### config.mk
export PLATFORM = sky130hd
export DESIGN_NAME = scg_clock_gate_ctrl
export DESIGN_NICKNAME = d
export VERILOG_FILES = /design/src/core/scg_pkg.sv /design/src/core/scg_unit_gate.sv /design/src/core/scg_clock_gate_ctrl.sv
export SDC_FILE = /design/constraint.sdc
export NUM_CORES = 1
export LEC_CHECK = 0
export BUFFER_PORTS_ARGS = -buffer_cell sky130_fd_sc_hd__buf_4
export CAP_MARGIN = 25
export CORE_MARGIN = 2
export CORE_UTILIZATION = 23
export CTS_CLUSTER_DIAMETER = 60
export DETAILED_ROUTE_END_ITERATION = 8
export GPL_ROUTABILITY_DRIVEN = 1
export REMOVE_ABC_BUFFERS = 1
export SYNTH_ARGS = -nofsm -noshare
export SYNTH_HDL_FRONTEND = slang
export SYNTH_HIERARCHICAL = 1
export SYNTH_SLANG_ARGS = --single-unit
### constraint.sdc
create_clock -name mclk -period 0.8 [get_ports mclk]
set_input_delay 0.04 -clock mclk [delete_from_list [all_inputs] [get_ports mclk]]
set_output_delay 0.04 -clock mclk [all_outputs]
set_load 0.01 [all_outputs]
### src/core/scg_pkg.sv
// shared constants for the sleep-mode clock gating control block
package scg_pkg;

    // register byte offsets on the apb port
    localparam logic [11:0] SCG_SLEEP_GATE_OFFSET = 12'h110;
    localparam logic [11:0] SCG_IRQ_STATUS_OFFSET = 12'h180;
    localparam logic [11:0] SCG_IRQ_CLEAR_OFFSET = 12'h184;
    localparam logic [11:0] SCG_IRQ_ENABLE_OFFSET = 12'h188;

    // field positions inside sleep_clock_gate_ctrl0
    localparam int SCG_ADC_GATE_BIT = 16;
    localparam int SCG_RATE_LSB = 8;
    localparam int SCG_RATE_MSB = 9;
    localparam int SCG_FIXED_ONE_BIT = 6;
    localparam int SCG_WDT_GATE_BIT = 3;

    // reset values
    localparam logic [31:0] SCG_GATE_RESET = 32'h0000_0040;
    localparam logic SCG_ADC_GATE_RESET = 1'b0;
    localparam logic SCG_WDT_GATE_RESET = 1'b0;
    localparam logic [1:0] SCG_RATE_RESET = 2'h0;
    localparam logic [1:0] SCG_IRQ_RESET = 2'h0;

    // converter sample rate encodings
    localparam logic [1:0] SCG_RATE_125K = 2'h0;
    localparam logic [1:0] SCG_RATE_250K = 2'h1;

    // interrupt status layout: one bit per fault source
    localparam int SCG_IRQ_ADC_BIT = 0;
    localparam int SCG_IRQ_WDT_BIT = 1;
    localparam int SCG_IRQ_WIDTH = 2;

    // apb transfer phase of the slave, for reads and writes
    typedef enum {
        SCG_BUS_IDLE,
        SCG_BUS_ACCESS
    } scg_bus_state_t;

endpackage

### src/core/scg_unit_gate.sv
// clock enable and bus fault generation for one gated peripheral unit
`timescale 1ns/1ps
module scg_unit_gate
    import scg_pkg::*;
(
    input wire logic mclk,
    input wire logic resetn,
    input wire logic sleepGate,     // gate bit from the sleep register
    input wire logic runGate,       // gate bit from the run-mode counterpart
    input wire logic useSleep,      // sleep register currently governs
    input wire logic unitAccess,    // bus access aimed at the unit
    output logic clockEnable,       // registered clock enable of the unit
    output logic busFault           // one-cycle fault pulse
);

    logic next_clockEnable; // selected gate setting

    // pick which register governs this unit
    always_comb begin
        if (useSleep) begin
            next_clockEnable = sleepGate;
        end else begin
            next_clockEnable = runGate;
        end
    end

    // registered enable, low from reset so the unit starts unclocked
    always_ff @(posedge mclk or negedge resetn) begin
        if (!resetn) begin
            clockEnable <= 1'b0;
        end else begin
            clockEnable <= next_clockEnable;
        end
    end

    // an access to an unclocked unit ends in a fault
    always_ff @(posedge mclk or negedge resetn) begin
        if (!resetn) begin
            busFault <= 1'b0;
        end else begin
            busFault <= unitAccess && !clockEnable;
        end
    end

endmodule

### src/core/scg_clock_gate_ctrl.sv
// sleep-mode clock gating control register with apb slave and fault interrupt
//
// Summary of operation
// gate bit one clocks unit, zero stops
// access to gated unit gives bus fault
// reset clears gates, register reads 0x40
// software enables needed unit clocks first
// bit 16 gates converter module clock
// bit 3 gates watchdog unit clock
// bits 9:8 select converter sample rate
// software keeps rate within device maximum
// register governs only during sleep operation
// sleep settings need auto gating select
// software preserves reserved bits on update
// reserved bits ignore writes, fixed readback
//
// Design decision made here: register access over APB.
`timescale 1ns/1ps
module scg_clock_gate_ctrl
    import scg_pkg::*;
(
    input wire logic mclk,
    input wire logic resetn,
    // apb slave port
    input wire logic psel,
    input wire logic penable,
    input wire logic pwrite,
    input wire logic [11:0] paddr,
    input wire logic [31:0] pwdata,
    input wire logic [3:0] pstrb,
    output logic [31:0] prdata,
    output logic pready,
    output logic pslverr,
    // system mode and run-mode counterpart settings
    input wire logic sleepActive,
    input wire logic autoGatingSelect,
    input wire logic runGateAdc,
    input wire logic runGateWdt,
    input wire logic [1:0] runSampleRate,
    // access strobes from the interconnect toward the units
    input wire logic adcAccess,
    input wire logic wdtAccess,
    // unit clock enables, converter rate select and fault answers
    output logic adcClockEnable,
    output logic wdtClockEnable,
    output logic [1:0] converterSampleRateSel,
    output logic adcBusFault,
    output logic wdtBusFault,
    // interrupt
    output logic irq
);

    // sleep register storage, only the writable fields
    logic sleepGateAdc;           // converter gate bit
    logic sleepGateWdt;           // watchdog gate bit
    logic [1:0] sleepRate;        // converter sample rate field
    // interrupt registers
    logic [SCG_IRQ_WIDTH-1:0] irqStatus;  // sticky fault flags
    logic [SCG_IRQ_WIDTH-1:0] irqEnable;  // mask onto irq
    // bus decode
    scg_bus_state_t busState;     // tracks setup versus access
    logic setupPhase;             // first cycle of a transfer
    logic writeStrobe;            // write takes effect this edge
    logic hitGate;                // address is the sleep register
    logic hitStatus;              // address is the status register
    logic hitClear;               // address is the clear register
    logic hitEnable;              // address is the enable register
    logic mapped;                 // any known address
    logic useSleep;               // sleep register governs the units
    logic [31:0] gateWord;        // assembled sleep register value
    logic [31:0] gateWrite;       // byte-merged write data for the gate
    logic [31:0] enableWrite;     // byte-merged write data for enable
    logic [SCG_IRQ_WIDTH-1:0] clearMask;   // bits cleared this edge
    logic [SCG_IRQ_WIDTH-1:0] faultEvents; // fault pulses this cycle
    logic [1:0] next_sampleRate;  // selected rate setting

    // merge write data into old value under the byte strobes
    function automatic logic [31:0] mergeBytes(
        input logic [31:0] oldValue,
        input logic [31:0] newValue,
        input logic [3:0] strobes
    );
        logic [31:0] result;
        result = oldValue;
        for (int i = 0; i < 4; i++) begin
            if (strobes[i]) begin
                result[i*8 +: 8] = newValue[i*8 +: 8];
            end
        end
        return result;
    endfunction

    // build the gate register image; reserved bits are fixed
    function automatic logic [31:0] packGate(
        input logic adcBit,
        input logic [1:0] rate,
        input logic wdtBit
    );
        logic [31:0] word;
        word = SCG_GATE_RESET;
        word[SCG_ADC_GATE_BIT] = adcBit;
        word[SCG_RATE_MSB:SCG_RATE_LSB] = rate;
        word[SCG_WDT_GATE_BIT] = wdtBit;
        return word;
    endfunction

    // extend the interrupt field into a bus word
    function automatic logic [31:0] packIrq(
        input logic [SCG_IRQ_WIDTH-1:0] flags
    );
        logic [31:0] word;
        word = 32'h0000_0000;
        word[SCG_IRQ_WIDTH-1:0] = flags;
        return word;
    endfunction

    // address decode
    always_comb begin
        hitGate = (paddr == SCG_SLEEP_GATE_OFFSET);
        hitStatus = (paddr == SCG_IRQ_STATUS_OFFSET);
        hitClear = (paddr == SCG_IRQ_CLEAR_OFFSET);
        hitEnable = (paddr == SCG_IRQ_ENABLE_OFFSET);
        mapped = hitGate || hitStatus || hitClear || hitEnable;
    end

    // transfer phases; slave answers with no wait states
    assign setupPhase = psel && !penable;
    assign writeStrobe = psel && penable && pwrite && pready;
    assign pready = 1'b1;

    // bus phase tracker, used by the coverage
    always_ff @(posedge mclk or negedge resetn) begin
        if (!resetn) begin
            busState <= SCG_BUS_IDLE;
        end else begin
            case (busState)
                SCG_BUS_IDLE: begin
                    if (setupPhase) begin
                        busState <= SCG_BUS_ACCESS;
                    end
                end
                SCG_BUS_ACCESS: begin
                    if (setupPhase) begin
                        busState <= SCG_BUS_ACCESS;  // back-to-back setup
                    end else begin
                        busState <= SCG_BUS_IDLE;
                    end
                end
                default: begin
                    busState <= SCG_BUS_IDLE;
                end
            endcase
        end
    end

    // current register image and merged write values
    always_comb begin
        gateWord = packGate(sleepGateAdc, sleepRate, sleepGateWdt);
        gateWrite = mergeBytes(gateWord, pwdata, pstrb);
        enableWrite = mergeBytes(packIrq(irqEnable), pwdata, pstrb);
    end

    // writable fields of the sleep register; reserved bits dropped
    always_ff @(posedge mclk or negedge resetn) begin
        if (!resetn) begin
            sleepGateAdc <= SCG_ADC_GATE_RESET;
            sleepGateWdt <= SCG_WDT_GATE_RESET;
            sleepRate <= SCG_RATE_RESET;
        end else if (writeStrobe && hitGate) begin
            sleepGateAdc <= gateWrite[SCG_ADC_GATE_BIT];
            sleepGateWdt <= gateWrite[SCG_WDT_GATE_BIT];
            sleepRate <= gateWrite[SCG_RATE_MSB:SCG_RATE_LSB];
        end
    end

    // read data and error captured in the setup cycle
    always_ff @(posedge mclk or negedge resetn) begin
        if (!resetn) begin
            prdata <= 32'h0000_0000;
            pslverr <= 1'b0;
        end else if (setupPhase) begin
            pslverr <= !mapped;  // unmapped address answers with error
            if (pwrite || !mapped) begin
                prdata <= 32'h0000_0000;
            end else if (hitGate) begin
                prdata <= gateWord;
            end else if (hitStatus) begin
                prdata <= packIrq(irqStatus);
            end else if (hitEnable) begin
                prdata <= packIrq(irqEnable);
            end else begin
                prdata <= 32'h0000_0000;  // clear register reads zero
            end
        end
    end

    // sleep settings apply only in sleep with auto gating selected
    assign useSleep = sleepActive && autoGatingSelect;

    // converter clock gate
    scg_unit_gate adcGate (
        .mclk(mclk),
        .resetn(resetn),
        .sleepGate(sleepGateAdc),
        .runGate(runGateAdc),
        .useSleep(useSleep),
        .unitAccess(adcAccess),
        .clockEnable(adcClockEnable),
        .busFault(adcBusFault)
    );

    // watchdog clock gate
    scg_unit_gate wdtGate (
        .mclk(mclk),
        .resetn(resetn),
        .sleepGate(sleepGateWdt),
        .runGate(runGateWdt),
        .useSleep(useSleep),
        .unitAccess(wdtAccess),
        .clockEnable(wdtClockEnable),
        .busFault(wdtBusFault)
    );

    // rate seen by the converter follows the governing register
    always_comb begin
        if (useSleep) begin
            next_sampleRate = sleepRate;
        end else begin
            next_sampleRate = runSampleRate;
        end
    end

    // registered sample rate select
    always_ff @(posedge mclk or negedge resetn) begin
        if (!resetn) begin
            converterSampleRateSel <= SCG_RATE_125K;
        end else begin
            converterSampleRateSel <= next_sampleRate;
        end
    end

    // fault events and write-one-to-clear mask
    always_comb begin
        faultEvents = '0;
        faultEvents[SCG_IRQ_ADC_BIT] = adcBusFault;
        faultEvents[SCG_IRQ_WDT_BIT] = wdtBusFault;
        clearMask = '0;
        if (writeStrobe && hitClear && pstrb[0]) begin
            clearMask = pwdata[SCG_IRQ_WIDTH-1:0];
        end
    end

    // sticky status; a new event wins over a clear in the same cycle
    always_ff @(posedge mclk or negedge resetn) begin
        if (!resetn) begin
            irqStatus <= SCG_IRQ_RESET;
        end else begin
            irqStatus <= (irqStatus & ~clearMask) | faultEvents;
        end
    end

    // interrupt enable register
    always_ff @(posedge mclk or negedge resetn) begin
        if (!resetn) begin
            irqEnable <= SCG_IRQ_RESET;
        end else if (writeStrobe && hitEnable) begin
            irqEnable <= enableWrite[SCG_IRQ_WIDTH-1:0];
        end
    end

    // level interrupt while any enabled flag is set
    assign irq = |(irqStatus & irqEnable);
endmodule

==> impl_metrics.json <==
{
  "status": "complete, but fails checks",
  "violations": "negative setup slack",
  "antenna_found_initial": 0,
  "fmax_mhz": 697,
  "hp-start": "pwdata[3]",
  "wl_per_cell_um": 11.7,
  "hp-class": "input port to flip-flop",
  "layout_common_cells": "buf_4 (58), conb_1 (26), dfrtp_1 (22), buf_6 (22), nand2_1 (11)",
  "place_congestion": 0.752,
  "cts_tree": "yes",
  "track_usage_pct": 11.1,
  "core_area_um2": 5110,
  "gr-total-overflow": 0,
  "synth_top_cell_by_area": "dfrtp_1",
  "cts_root_buf": "clkbuf_8",
  "met1Wirelength_mm": 1.32,
  "avgSynthCellArea_um2": 10.3,
  "pin_count": 102,
  "met2_length_mm": 1.68,
  "start_kind": "input port",
  "multi_input_area_um2": 614,
  "yosysTopAreaCellShare_pct": 45.0,
  "drtIter0Drc": 29,
  "end_kind": "flip-flop",
  "port_buffers": 48,
  "routed_wirelength_mm": 3.24,
  "drv_cap": 0,
  "synthCells": 119,
  "final_common_cell": "buf_4",
  "r2r_end": "irqEnable[1]$_DFFE_PN0P_",
  "via_count": 1118,
  "fin_skew_ps": 1.52,
  "viasPerCell": 4.02,
  "cp_cell_sequence": "buf_6 -> or4b_4 -> or4_4 -> mux2_4",
  "drt.antenna.violating_nets": 0,
  "hpwlAfterDp_mm": 2.31,
  "postPlaceCellArea_um2": 1660,
  "syn_area_um2": 1220,
  "leakage_nw": 1.06,
  "die_h_um": 76.9,
  "n_antenna_cell": 0,
  "fillers": 515,
  "cts_buffer_depth": 2,
  "finalCriticalPeriod_ps": 1440,
  "crit_arrival_ps": 1590,
  "cp.required_ps": 950,
  "crit_path_start": "paddr[10]",
  "synth-seq-cells": 22,
  "rows": 26,
  "ir_worst_vdd_mv": 1.05,
  "critical-path-max-stage-delay_ps": 580,
  "initial_core_util_pct": 24.0,
  "regArea_um2": 551,
  "rsz0062_at_grt": "yes",
  "r2r_slack_ps": -200,
  "top_layer": "met3",
  "dp.cells": 246,
  "worstPathMaxFanout": 7,
  "setup_viol_count_final": 31,
  "ys_seq_area_share_pct": 45.0,
  "yosys-top-cells-area": "dfrtp_1 (45%), buf_4 (16%), mux2_4 (4.9%)",
  "min_period_over_period_pct": 179,
  "endpoint": "irqEnable[1]$_DFFE_PN0P_",
  "setup_slack_ps": -635,
  "grt_start_max_net_pins": 23,
  "die_area_um2": 5920,
  "worstSetupPathType": "input port to flip-flop",
  "yosysWarnings": 6,
  "fin_area_um2": 2120,
  "numClockSinks": 22,
  "die-width_um": 76.9,
  "hold_viol": 0,
  "drive_above_1_share_pct": 52.9,
  "clk_latency_ps": 260,
  "final_cells": 278,
  "h-tree-depth": 1,
  "wl_met3_um": 239,
  "cts_inserted_buffers": 3,
  "grt_pass1_wl_mm": 5.33,
  "synth_cell_types": 27,
  "dr.pass1.iters": 4,
  "critPathSlowestCell": "or4b_4",
  "clkSlewWorstSetupHoldPaths_ps": 80,
  "powerDensity_nw_per_um2": 1150,
  "fin_nets": 270,
  "grt_pass1_vias": 1155,
  "area_growth_pct": 73.2,
  "r2r-start": "irqEnable[1]$_DFFE_PN0P_",
  "slew_viol_final": 0,
  "ff2ff_path_depth": 3,
  "route.detailed.drc": 0
}
power breakdown:
part / internal, mW / switching, mW
Clock: 0.439 / 0.380
Sequential: 1.13 / 0.0119
Combinational: 0.269 / 0.204
Total: 1.84 / 0.597
layout make-up:
cell class              count  share of cell area, %
well taps                  70                   4.13
repair buffers             90                   37.1
multi-input cells          85                   29.0
flip-flops and latches     22                   26.0
clock buffers               4                   2.60
inverters                   7                   1.24
cells by family after synthesis:
kind of cell | count (synthesis) | synth area share (%)
AND/OR/NAND/NOR | 36 | 18.4
AO/OA/AOI/OAI | 13 | 6.54
flip-flops | 22 | 45.0
other | 2 | 0.614
buffers and inverters | 36 | 19.2
multiplexers | 10 | 10.2
routing by layer:
| metal | vias up | GRT usage [%] |
|---|---|---|
| li1 | 535 | - |
| met1 | 541 | 13.1 |
| met2 | 42 | 19.9 |
| met3 | 0 | 4.24 |
| met4 | 0 | 0.545 |
| met5 | - | 0 |
worst min path at each step:
stage	end	slack, ps	depth (start not counted)
after detailed placement	prdata[0]$_DFFE_PN0P_	-50	1
after floorplan	adcGate/busFault$_DFF_PN0_	-260	0
after global placement	prdata[1]$_DFFE_PN0P_	-50	1
after CTS	wdtGate/clockEnable$_DFF_PN0_	-0.9	2
final	sleepGateWdt$_DFFE_PN0P_	6	2
after global routing	adcGate/busFault$_DFF_PN0_	8	2
cells in the mapped netlist, drive strengths merged:
library cell  instances
or3b                  1
nor3b                 1
nor2                  2
mux2                  8
dfrtp                22
nor2b                 3
or4b                  4
o41a                  1
nand4                 3
inv                   7
nand2                12
or4                   2
or4bb                 2
buf                  28
a22o                  1
mux2i                 2
a21boi                1
conb                  2
a31oi                 2
nand2b                2
clkbuf                1
o21ai                 8
nor4                  4
through the flow:
stage	TNS [ps]	setup slack [ps]	power (mW)	util [%]	hold slack, ps
after floorplan	-10490	-865	1.29	-	-256
after global placement	-14420	-1060	1.53	32.5	-48.2
after detailed placement	-14630	-1060	1.53	32.5	-49.0
after CTS	-9000	-628	2.43	39.1	-0.881
after global routing	-9820	-667	2.55	41.5	8.45
final	-8810	-635	2.43	41.5	5.51
timing repair:
item | CTS | global route
gates resized for setup | 32 | 13
buffers inserted | 11 | 7
pin swaps | 7 | 5
endpoints found under the hold margin | 31 | 1
hold buffers | 9 | 1
endpoints found under the setup margin | 32 | 32
worst max-delay path, delay by kind of cell:
family                 cells  cell delay (ps)
muxes                      1              310
buffers and inverters      1               90
and+or+nand+nor            2             1150
flip-flops by register name, indices dropped and copies added (netlist names):
name,flops
converterSampleRateSel,2
adcGate/clockEnable,1
sleepGateWdt,1
irqEnable,2
wdtGate/busFault,1
wdtGate/clockEnable,1
pslverr,1
sleepGateAdc,1
adcGate/busFault,1
sleepRate,2
prdata,7
irqStatus,2
Note: power is estimated with default switching activity, not from simulation.
